File: src/hw/dbu_cfg.svh
/*
  Constants of the debug breakpoint unit: register indices, field positions,
  encodings, reset values and write masks.
  Assumes inclusion by bare name from every file that needs a figure.
*/
`ifndef DBU_CFG_SVH
`define DBU_CFG_SVH

// ----------------------------------------
// Register word indices (byte address = 4 * index)
// ----------------------------------------
`define DBU_IDX_BP0 3'h0
`define DBU_IDX_BP1 3'h1
`define DBU_IDX_BP2 3'h2
`define DBU_IDX_BP3 3'h3
`define DBU_IDX_RSVA 3'h4
`define DBU_IDX_RSVB 3'h5
`define DBU_IDX_STAT 3'h6
`define DBU_IDX_CTRL 3'h7

// ----------------------------------------
// Field positions
// ----------------------------------------
`define DBU_TF_BIT 8
`define DBU_IO_PRIVILEGE_LEVEL_LO 12
`define DBU_IO_PRIVILEGE_LEVEL_HI 13
`define DBU_STAT_BD 13
`define DBU_STAT_BS 14
`define DBU_STAT_BT 15
`define DBU_CTRL_LE 8
`define DBU_CTRL_GE 9
`define DBU_CTRL_FLD_LO 16

// ----------------------------------------
// Encodings and vectors
// ----------------------------------------
`define DBU_LEN_1B 2'h0
`define DBU_LEN_2B 2'h1
`define DBU_LEN_4B 2'h3
`define DBU_RW_EXEC 2'h0
`define DBU_RW_WR 2'h1
`define DBU_RW_RDWR 2'h3
`define DBU_VEC_STEP 8'h01
`define DBU_VEC_BRK 8'h03
`define DBU_VEC_PROT 8'h0d
`define DBU_OPC_BRK 8'hcc
`define DBU_OPC_SWI 8'hcd

// ----------------------------------------
// Reset values and write masks
// ----------------------------------------
`define DBU_RST_WORD 32'h0000_0000
`define DBU_STAT_WMASK 32'h0000_e00f
`define DBU_CTRL_WMASK 32'hffff_23ff

`endif

File: src/hw/dbu_pkg.sv
/*
  Types and shared decode of the debug breakpoint unit.
  Assumes dbu_cfg.svh is on the include path.
*/
`include "dbu_cfg.svh"

package dbu_pkg;

  // ----------------------------------------
  // Types
  // ----------------------------------------
  typedef logic [1:0] dbu_fld_t;
  typedef logic [31:0] dbu_word_t;
  typedef enum logic [1:0] {
    DBU_EXC_NONE,
    DBU_EXC_FAULT,
    DBU_EXC_TRAP
  } dbu_exc_e;

  // ----------------------------------------
  // Length field to compare mask
  // ----------------------------------------
  function automatic dbu_word_t dbu_len_mask(input dbu_fld_t len);
    dbu_word_t m;
    m = 32'hffff_ffff;
    case (len)
      `DBU_LEN_2B: m = 32'hffff_fffe;
      `DBU_LEN_4B: m = 32'hffff_fffc;
      default: m = 32'hffff_ffff;
    endcase
    return m;
  endfunction

endpackage

File: src/hw/dbu_cmp_if.sv
/*
  Carrier between the unit's top and one address comparator.
  Assumes one instance per breakpoint.
*/
`timescale 1ns/1ps
`default_nettype none

interface dbu_cmp_if;
  import dbu_pkg::*;
  dbu_word_t bp_addr;
  dbu_fld_t bp_len;
  dbu_fld_t bp_rw;
  logic bp_armed;
  logic hit_exec;
  logic hit_data;
  modport top (output bp_addr, bp_len, bp_rw, bp_armed, input hit_exec, hit_data);
  modport cmp (input bp_addr, bp_len, bp_rw, bp_armed, output hit_exec, hit_data);
endinterface

`default_nettype wire

File: src/hw/dbu_match.sv
/*
  One linear-address breakpoint comparator.
  Assumes probe addresses are linear, same clock, combinational compare.
*/
`timescale 1ns/1ps
`default_nettype none

module dbu_match
  import dbu_pkg::*;
(
  dbu_cmp_if.cmp cfg,
  input wire logic ins_start,
  input wire logic [31:0] ins_addr,
  input wire logic dat_valid,
  input wire logic dat_write,
  input wire logic [31:0] dat_addr
);

  // ----------------------------------------
  // Masked compare
  // ----------------------------------------
  wire dbu_word_t mask = dbu_len_mask(cfg.bp_len);
  wire logic ex_eq = (ins_addr & mask) == (cfg.bp_addr & mask);
  wire logic dat_eq = (dat_addr & mask) == (cfg.bp_addr & mask);
  wire logic kind_wr = (cfg.bp_rw == `DBU_RW_WR) && dat_write;
  wire logic kind_rd = (cfg.bp_rw == `DBU_RW_RDWR);

  // Unused encoding 10 never matches, so it cannot fire by accident
  assign cfg.hit_exec = cfg.bp_armed && (cfg.bp_rw == `DBU_RW_EXEC) && ins_start && ex_eq;
  assign cfg.hit_data = cfg.bp_armed && (kind_wr || kind_rd) && dat_valid && dat_eq;

endmodule

`default_nettype wire

File: src/hw/dbu_top.sv
/*
  Debug breakpoint unit: breakpoint opcode trap, single-step trap and four
  linear-address breakpoints, with an Avalon-MM register slave.
  Assumes the core pulses ins_start as an instruction is about to execute and
  ins_done when it completes, and reports data accesses between them.
*/
`timescale 1ns/1ps
`default_nettype none
`include "dbu_cfg.svh"

module dbu_top
  import dbu_pkg::*;
(
  input wire logic mclk,
  input wire logic resetn,
  input wire logic [4:0] avs_address,
  input wire logic avs_read,
  input wire logic avs_write,
  input wire logic [31:0] avs_writedata,
  input wire logic [3:0] avs_byteenable,
  output logic [31:0] avs_readdata,
  output logic avs_waitrequest,
  input wire logic ins_start,
  input wire logic [31:0] ins_addr,
  input wire logic [7:0] ins_opcode,
  input wire logic ins_done,
  input wire logic [31:0] ins_next_addr,
  input wire logic ins_loads_ss,
  input wire logic [31:0] processor_flags_word,
  input wire logic prot_mode,
  input wire logic v86_mode,
  input wire logic [1:0] cur_priv,
  input wire logic task_switch,
  input wire logic dat_valid,
  input wire logic dat_write,
  input wire logic [31:0] dat_addr,
  output logic exc_valid,
  output logic [7:0] exc_vector,
  output logic exc_is_trap,
  output logic [31:0] return_code_pointer
);

  // ----------------------------------------
  // Bus decode
  // ----------------------------------------
  logic ack_ff;
  logic [31:0] rdata_ff;
  wire logic req = avs_read || avs_write;
  wire logic [2:0] idx = avs_address[4:2];
  wire logic wr_go = avs_write && ack_ff;
  wire logic rd_go = avs_read && ack_ff;
  wire logic [31:0] bmask = {{8{avs_byteenable[3]}}, {8{avs_byteenable[2]}},
                             {8{avs_byteenable[1]}}, {8{avs_byteenable[0]}}};
  wire logic wr_stat = wr_go && (idx == `DBU_IDX_STAT);
  wire logic wr_ctrl = wr_go && (idx == `DBU_IDX_CTRL);

  // One wait state: every access ends on the second edge
  assign avs_waitrequest = req && !ack_ff;
  assign avs_readdata = rdata_ff;

  always_ff @(posedge mclk) begin
    if (!resetn) begin
      ack_ff <= 1'b0;
    end else begin
      ack_ff <= req && !ack_ff;
    end
  end

  // ----------------------------------------
  // Breakpoint address registers
  // ----------------------------------------
  logic [31:0] bp_ff [4];
  logic [31:0] ctrl_ff;
  logic [31:0] stat_ff;
  logic [3:0] hit_exec;
  logic [3:0] hit_data;
  dbu_cmp_if cmp_bus [4] ();

  genvar gi;
  generate
    for (gi = 0; gi < 4; gi++) begin : g_bp
      wire logic sel = wr_go && (idx == 3'(gi));
      wire logic [31:0] nxt_bp = (bp_ff[gi] & ~bmask) | (avs_writedata & bmask);

      always_ff @(posedge mclk) begin
        if (!resetn) begin
          bp_ff[gi] <= `DBU_RST_WORD;
        end else if (sel) begin
          bp_ff[gi] <= nxt_bp;
        end
      end

      assign cmp_bus[gi].bp_addr = bp_ff[gi];
      assign cmp_bus[gi].bp_rw = ctrl_ff[`DBU_CTRL_FLD_LO + 4*gi +: 2];
      assign cmp_bus[gi].bp_len = ctrl_ff[`DBU_CTRL_FLD_LO + 4*gi + 2 +: 2];
      assign cmp_bus[gi].bp_armed = ctrl_ff[2*gi] || ctrl_ff[2*gi + 1];
      assign hit_exec[gi] = cmp_bus[gi].hit_exec;
      assign hit_data[gi] = cmp_bus[gi].hit_data;

      // Registers on chip, so no code patching: ROM and shared code both work
      dbu_match u_match (
        .cfg(cmp_bus[gi]),
        .ins_start(ins_start),
        .ins_addr(ins_addr),
        .dat_valid(dat_valid),
        .dat_write(dat_write),
        .dat_addr(dat_addr)
      );
    end
  endgenerate

  // ----------------------------------------
  // Control register
  // ----------------------------------------
  wire logic [31:0] ctrl_wmask = bmask & `DBU_CTRL_WMASK;
  wire logic [31:0] ctrl_wr = (ctrl_ff & ~ctrl_wmask) | (avs_writedata & ctrl_wmask);
  wire logic [31:0] ctrl_base = wr_ctrl ? ctrl_wr : ctrl_ff;
  // Task switch drops local enables so a new task starts with them clear
  wire logic [31:0] local_clr = {22'h00_0000, 1'b0, 1'b1, 1'b0, 1'b1, 1'b0, 1'b1, 1'b0,
                                 1'b1, 1'b0, 1'b1};
  wire logic [31:0] nxt_ctrl = task_switch ? (ctrl_base & ~local_clr) : ctrl_base;

  always_ff @(posedge mclk) begin
    if (!resetn) begin
      ctrl_ff <= `DBU_RST_WORD;
    end else begin
      ctrl_ff <= nxt_ctrl;
    end
  end

  // ----------------------------------------
  // Instruction tracking
  // ----------------------------------------
  logic step_pend_ff;
  logic brk_pend_ff;
  logic brk_late_ff;
  logic [31:0] brk_ptr_ff;
  logic [3:0] dhit_ff;

  wire logic any_exec = |hit_exec;
  wire logic tf = processor_flags_word[`DBU_TF_BIT];
  wire logic [1:0] io_privilege_level = processor_flags_word[`DBU_IO_PRIVILEGE_LEVEL_HI:`DBU_IO_PRIVILEGE_LEVEL_LO];
  wire logic is_brk = (ins_opcode == `DBU_OPC_BRK);
  // Only the two-byte form is privilege checked; the one-byte form never is
  wire logic swi_blocked = (ins_opcode == `DBU_OPC_SWI) && (prot_mode || v86_mode)
                           && (cur_priv > io_privilege_level);
  wire logic start_ok = ins_start && !any_exec && !swi_blocked;
  wire logic [3:0] dhit_all = dhit_ff | hit_data;
  wire logic data_trap = ins_done && (|dhit_all) && !ins_loads_ss;
  wire logic step_trap = ins_done && step_pend_ff && !ins_loads_ss;
  wire logic brk_now = ins_done && brk_pend_ff && !data_trap && !step_trap;
  wire logic brk_after = ins_done && brk_pend_ff && (data_trap || step_trap);

  always_ff @(posedge mclk) begin
    if (!resetn) begin
      step_pend_ff <= 1'b0;
      brk_pend_ff <= 1'b0;
      dhit_ff <= 4'h0;
    end else if (ins_start) begin
      step_pend_ff <= start_ok && tf;
      brk_pend_ff <= start_ok && is_brk;
      dhit_ff <= hit_data;
    end else if (ins_done) begin
      step_pend_ff <= 1'b0;
      brk_pend_ff <= 1'b0;
      dhit_ff <= 4'h0;
    end else begin
      dhit_ff <= dhit_all;
    end
  end

  // A breakpoint opcode that shares a boundary with a vector 1 trap follows it
  always_ff @(posedge mclk) begin
    if (!resetn) begin
      brk_late_ff <= 1'b0;
      brk_ptr_ff <= `DBU_RST_WORD;
    end else begin
      brk_late_ff <= brk_after;
      brk_ptr_ff <= ins_next_addr;
    end
  end

  // ----------------------------------------
  // Exception report
  // ----------------------------------------
  dbu_exc_e kind;
  wire logic fault_exec = ins_start && any_exec;
  wire logic fault_prot = ins_start && !any_exec && swi_blocked;
  wire logic trap_step = data_trap || step_trap;
  wire logic trap_brk = brk_now || brk_late_ff;

  assign kind = (fault_exec || fault_prot) ? DBU_EXC_FAULT :
                (trap_step || trap_brk) ? DBU_EXC_TRAP : DBU_EXC_NONE;

  wire logic [7:0] nxt_vec = fault_exec ? `DBU_VEC_STEP :
                             fault_prot ? `DBU_VEC_PROT :
                             trap_step ? `DBU_VEC_STEP : `DBU_VEC_BRK;
  // Faults point at the instruction itself, traps at the next one
  wire logic [31:0] nxt_ptr = (kind == DBU_EXC_FAULT) ? ins_addr :
                              (trap_step || brk_now) ? ins_next_addr : brk_ptr_ff;

  always_ff @(posedge mclk) begin
    if (!resetn) begin
      exc_valid <= 1'b0;
      exc_vector <= 8'h00;
      exc_is_trap <= 1'b0;
      return_code_pointer <= `DBU_RST_WORD;
    end else begin
      exc_valid <= (kind != DBU_EXC_NONE);
      exc_vector <= nxt_vec;
      exc_is_trap <= (kind == DBU_EXC_TRAP);
      return_code_pointer <= nxt_ptr;
    end
  end

  // ----------------------------------------
  // Status register
  // ----------------------------------------
  wire logic [31:0] stat_wmask = bmask & `DBU_STAT_WMASK;
  wire logic [31:0] stat_base = wr_stat ?
                                ((stat_ff & ~stat_wmask) | (avs_writedata & stat_wmask)) :
                                stat_ff;
  wire logic [3:0] b_set = (fault_exec ? hit_exec : 4'h0) | (data_trap ? dhit_all : 4'h0);
  wire logic [31:0] stat_set = {16'h0000, 1'b0, step_trap, 10'h000, b_set};
  // Hardware set wins over a software clear in the same cycle
  wire logic [31:0] nxt_stat = stat_base | stat_set;

  always_ff @(posedge mclk) begin
    if (!resetn) begin
      stat_ff <= `DBU_RST_WORD;
    end else begin
      stat_ff <= nxt_stat;
    end
  end

  // ----------------------------------------
  // Read data
  // ----------------------------------------
  logic [31:0] rd_mux;

  always_comb begin
    rd_mux = 32'h0000_0000;
    case (idx)
      `DBU_IDX_BP0: rd_mux = bp_ff[0];
      `DBU_IDX_BP1: rd_mux = bp_ff[1];
      `DBU_IDX_BP2: rd_mux = bp_ff[2];
      `DBU_IDX_BP3: rd_mux = bp_ff[3];
      `DBU_IDX_STAT: rd_mux = stat_ff;
      `DBU_IDX_CTRL: rd_mux = ctrl_ff;
      default: rd_mux = 32'h0000_0000;
    endcase
  end

  always_ff @(posedge mclk) begin
    if (!resetn) begin
      rdata_ff <= `DBU_RST_WORD;
    end else if (avs_read && !ack_ff) begin
      rdata_ff <= rd_mux;
    end
  end

  wire logic unused_rd = rd_go;

endmodule

`default_nettype wire

File: config.mk
export PLATFORM = sky130hd
export DESIGN_NAME = dbu_top
export DESIGN_NICKNAME = d
export VERILOG_FILES = /design/src/hw/dbu_pkg.sv /design/src/hw/dbu_cmp_if.sv /design/src/hw/dbu_match.sv /design/src/hw/dbu_top.sv
export VERILOG_INCLUDE_DIRS = /design/src /design/src/hw
export SDC_FILE = /design/constraint.sdc
export NUM_CORES = 1
export LEC_CHECK = 0
export BUFFER_PORTS_ARGS = -buffer_cell sky130_fd_sc_hd__buf_2
export CAP_MARGIN = 10
export CELL_PAD_IN_SITES_DETAIL_PLACEMENT = 2
export CELL_PAD_IN_SITES_GLOBAL_PLACEMENT = 2
export CORE_MARGIN = 2
export CORE_UTILIZATION = 26
export CTS_BUF_LIST = sky130_fd_sc_hd__clkbuf_8
export CTS_CLUSTER_SIZE = 20
export DETAILED_ROUTE_END_ITERATION = 16
export GPL_ROUTABILITY_DRIVEN = 0
export PLACE_DENSITY = 0.72
export SLEW_MARGIN = 25
export SYNTH_ARGS = -nofsm -noshare
export SYNTH_HDL_FRONTEND = slang
export SYNTH_HIERARCHICAL = 1
export SYNTH_SLANG_ARGS = --single-unit
export TNS_END_PERCENT = 5
File: constraint.sdc
create_clock -name mclk -period 3.85 [get_ports mclk]
set_clock_uncertainty 0.05 [all_clocks]
set_input_delay 0.385 -clock mclk [delete_from_list [all_inputs] [get_ports mclk]]
set_output_delay 0.385 -clock mclk [all_outputs]
set_load 0.005 [all_outputs]
# Word-level counts from Yosys, hierarchy flattened
# Memory sizes are Yosys's and may differ from the RTL's.
# Index checks and enable logic that the tools add are counted.
[totals]
reg_bits = 178
ram_bits = 128
inputBits = 191
output_inout_bits = 75
word_cells = 213
n_memories = 1
[op_classes]
n_lt_le_gt_ge = 1
eq_ne = 33
n_mux = 38
bitwise_logic = 38
n_reduce_logical = 86
[memory_table]
columns = ["memory", "depth", "width", "read_ports", "rd_clocked_by_memory_dff", "wr", "line", "source"]
rows = [
  ["bp_ff", 4, 32, 4, 0, 4, "dbu_top.sv:72", "logic [31:0] bp_ff [4];"],
]
[op_table]
columns = ["op", "n"]
rows = [
  ["AND 32 bit", 20],
  ["== test 32 bit", 8],
  ["two-way mux 32 bit", 8],
  ["bitwise OR 32 bit", 6],
  ["case mux 32 bit (6 select lines)", 1],
  ["NOT 32 bit", 2],
  ["logical AND 1 bit", 53],
  ["AND 32 x 16 -> 32 bit", 1],
  ["NOT 16 -> 32 bit", 1],
  ["bitwise OR 32 x 15 -> 32 bit", 1],
  ["two-way mux 4 bit", 5],
  ["== test 2 x 1 -> 1 bit (second input constant)", 9],
  ["== test 2 bit (second input constant)", 9],
  ["two-way mux 1 bit", 17],
  ["== test 8 bit (second input constant)", 2],
  ["case mux 2 bit (2 select lines)", 4],
  ["logical OR 1 bit", 15],
  ["logical NOT 2 bit", 4],
  ["bitwise OR 4 bit", 2],
  ["OR reduction 4 bit", 2],
  ["== test 3 x 2 -> 1 bit (second input constant)", 2],
  ["== test 3 bit (second input constant)", 2],
  ["logical NOT 1 bit", 6],
  ["two-way mux 2 bit", 3],
  ["other kinds (8)", 13],
]

# Depth between registers and ports, before layout
[depth]
word_depth = 19
mapped_depth = 11
mapped_depth_nobuf = 9

# Hierarchy
# Netlist, hierarchy kept.
[modules_own_cells]
columns = ["module", "n_inst", "cells_per_inst", "area_per_inst_um2", "seq_area_each_um2"]
rows = [
  ["dbu_top", 1, 1171, 13182.6, 6706.4],
  ["dbu_match", 4, 92, 749.5, 0.0],
]

# Worst setup path before layout
# No wires, ideal clock.
[synth_timing]
path_kind = "input-to-reg"
start = "input avs_address[3]"
end = "memory bp_ff[3][0] (enable)"
setup_time_ns = 0.466
arrival_ns = 3.514
required_ns = 3.334
path_slack_ns = -0.179
cell_stages = 5
path_buffers = 3
cell_sequence = "clkbuf_1 clkbuf_1 buf_2 nand2_1 o21ai_0"
[synth_lines]
columns = ["item", "line", "source"]
rows = [
  ["from (decl)", "dbu_top.sv:16", "input wire logic [4:0] avs_address,"],
  ["to (decl)", "dbu_top.sv:72", ""],
]

==> flow_metrics.tcl <==
set metrics [dict create \
    status "finished clean" \
    finalNetCount 2019 \
    cts_setup_buffers 0 \
    synth-main-ff-cell "dfxtp_1" \
    holdBufCountCts 57 \
    seq_area_frac_synth_pct 41.4 \
    synth_top_cell_by_area "edfxtp_1" \
    dp_hpwl_um 56500 \
    yosys_warnings 6 \
    avgSynthCellArea_sq_um 10.5 \
    r2r_start "bp_ff[3][23]$_SDFFCE_PN0P_" \
    rsz0062_at_grt "false" \
    routed_wl_um 76900 \
    coreArea_sq_um 61600 \
    num_rows 91 \
    cts-root-buf "clkbuf_8" \
    grt_pass1_wl_um 109000 \
    internal_power_mw 5.36 \
    worstSetupStartpoint "bp_ff[3][23]$_SDFFCE_PN0P_" \
    grt-ovfl-total 0 \
    holdWs_ns 0.0110 \
    endpoint_kind "flop" \
    synth_top_area_share_pct 23.8 \
    p_seq_share_pct 43.1 \
    initial_core_util_pct 26.3 \
    port_buffers 230 \
    drt_iter0_drc 1231 \
    antenna_found_initial 13 \
    most-common-layout-cells "buf_2, a21oi_1, dfxtp_1" \
    netlist_top_cells_area "edfxtp_1, dfxtp_1, xor2_1" \
    clockBufferDepth 3 \
    grt_pass1_vias 15500 \
    crit_arrival_ns 3.72 \
    relSlewSlack_pct 38.1 \
    drc 0 \
    cts_tree "built" \
    pwr-share-clk_pct 41.6 \
    fin_crit_sh_pct 85.8 \
    setup_violations 0 \
    grt_start_max_net_pins 54 \
    layout.filler_cells 6710 \
    worst_ir_drop_vdd_uv 195 \
    final_layout_size_suffix_gt1_share_pct 26.7 \
    grt_usage_pct 23.4 \
    dieArea_sq_um 64200 \
    syn2layout_area_growth_pct 22.9 \
    dr_total_vias 14600 \
    top_level_ports 266 \
    syn_inst 1539 \
    first_pass_iters 5 \
    swShare_pct 29.4 \
    clkTransAtPathRegs_ns 0.06 \
    synth_seq_cells 271 \
    synth-edff-count 128 \
    maxCapViolations 0 \
    hold_path.class "primary input to flop" \
    synth_area_sq_um 16200 \
    setup_tns_ns 0 \
    drv_slew 0 \
    critPathLaunchType "flop" \
    critPathKind "flop to flop" \
    htree_num_levels 2 \
    die_x_um 253 \
    p_leak_nw 7.68 \
    ys_async_sr_fraction_pct 0 \
    p_comb_share_pct 15.3 \
    die_h_um 253 \
    cts_buffers 55 \
    p_per_area_nw_per_um2 382 \
    wire_per_inst_um 28.3 \
    fin_crit_ns 3.30 \
    clock-sinks 271 \
    worstPathMaxFanout 32 \
    drtAntennaViolNets 0 \
    post_cts_resized 0 \
    min-delay-start "avs_writedata[23]" \
    ys_types 62 \
    via_per_inst 5.39 \
    layout_commonest_cell "buf_2" \
    worst_slew_pin_slew_ns 0.929 \
    finalHoldViolations 0 \
    cp.required_ns 4.26 \
    power.switching_mw 2.24 \
    max_freq_mhz 303 \
    clk_latency_ns 0.66 \
]
==> power groups by stage <==
stage	Combinational (mW)	Clock (mW)	Sequential [mW]
CTS	1.15	3.23	3.27
floorplan	0.604	0	3.28
finish	1.16	3.15	3.28
global placement	1.05	0	3.33
detailed placement	1.09	0	3.33
global route	1.23	3.34	3.28
==> metrics by stage <==
stage	std cells	power, mW	utilization [%]	area (sq um)	worst slack, ns
6_report	2713	7.59	32.3	19900	0.546
5_1_grt	2711	7.86	32.3	19900	0.545
4_1_cts	2707	7.65	32.3	19900	0.515
3_5_place_dp	2549	4.42	29.5	18200	0.434
3_3_place_gp	2549	4.38	29.5	18200	0.565
2_1_floorplan	1542	3.88	-	16200	-0.106
==> final timing paths <==
| kind | to | slack, ns | depth (start not counted) |
|---|---|---|---|
| worst max register to register | return_code_pointer[15]$_SDFF_PN0_ | 0.55 | 9 |
| worst min register to register | avs_readdata[25]$_SDFFE_PN0P_ | 0.40 | 2 |
| worst min-delay path | flop | 0.01 | 3 |
| worst max-delay path | return_code_pointer[15]$_SDFF_PN0_ | 0.55 | 9 |
==> Yosys cell counts, types with 12 or more instances <==
| library cell | number |
|---|---|
| dfxtp_1 | 143 |
| mux2_2 | 16 |
| nor4_1 | 37 |
| edfxtp_1 | 128 |
| a221oi_2 | 60 |
| nand2b_1 | 130 |
| nand2_1 | 76 |
| nand4_1 | 32 |
| a21oi_1 | 146 |
| clkbuf_1 | 59 |
| xor2_1 | 140 |
| clkbuf_8 | 12 |
| xnor2_1 | 112 |
| nor2_1 | 77 |
| mux4_2 | 20 |
| a221o_2 | 30 |
| and3b_1 | 32 |
| a22oi_1 | 41 |
| and2_1 | 37 |
| o21ai_0 | 37 |
| mux2i_1 | 35 |
==> layer usage <==
metal / routed length (um) / part of all wire, % / track usage [%] / up-vias
met1: 32000 / 42 / 30.5 / 7518
met4: 2920 / 3.8 / 9.91 / 14
li1: - / - / - / 6267
met3: 6700 / 8.7 / 4.88 / 161
met2: 35100 / 46 / 37.3 / 669
met5: 90 / 0.12 / 0 / -
==> layout make-up <==
| type | instances | area (sq um) | area share (%) |
|---|---|---|---|
| Clock buffer | 63 | 867 | 4.36 |
| Clock inverter | 38 | 256 | 1.29 |
| Inverter | 7 | 27.5 | 0.138 |
| Antenna cell | 6 | 15.0 | 0.0755 |
| Multi-Input combinational cell | 1163 | 8880 | 44.6 |
| Tap cell | 837 | 1050 | 5.27 |
| Timing Repair Buffer | 328 | 2090 | 10.5 |
| Sequential cell | 271 | 6710 | 33.7 |
==> worst max-delay path: stages (launching register included) <==
cell and delay [ns]:
edfxtp_1 0.58, xnor2_2 0.25, nand4_1 0.19, or4_1 0.68, nor3_2 0.32, or3_2 0.21, nor4_4 0.05, buf_12 0.21
a221oi_2 0.43, a221oi_2 0.12
==> cell families after synthesis <==
logic type	after synthesis	share of synthesized area, %
AND/OR/NAND/NOR	476	16.9
AO/OA/AOI/OAI	354	17.3
flip-flops	271	41.4
XOR/XNOR	256	14.0
buffers and inverters	108	4.08
multiplexers	71	6.06
adder cells (fa/ha/maj)	2	0.155
other	1	0.0232
No activity file was read; power rests on OpenSTA's default activity.
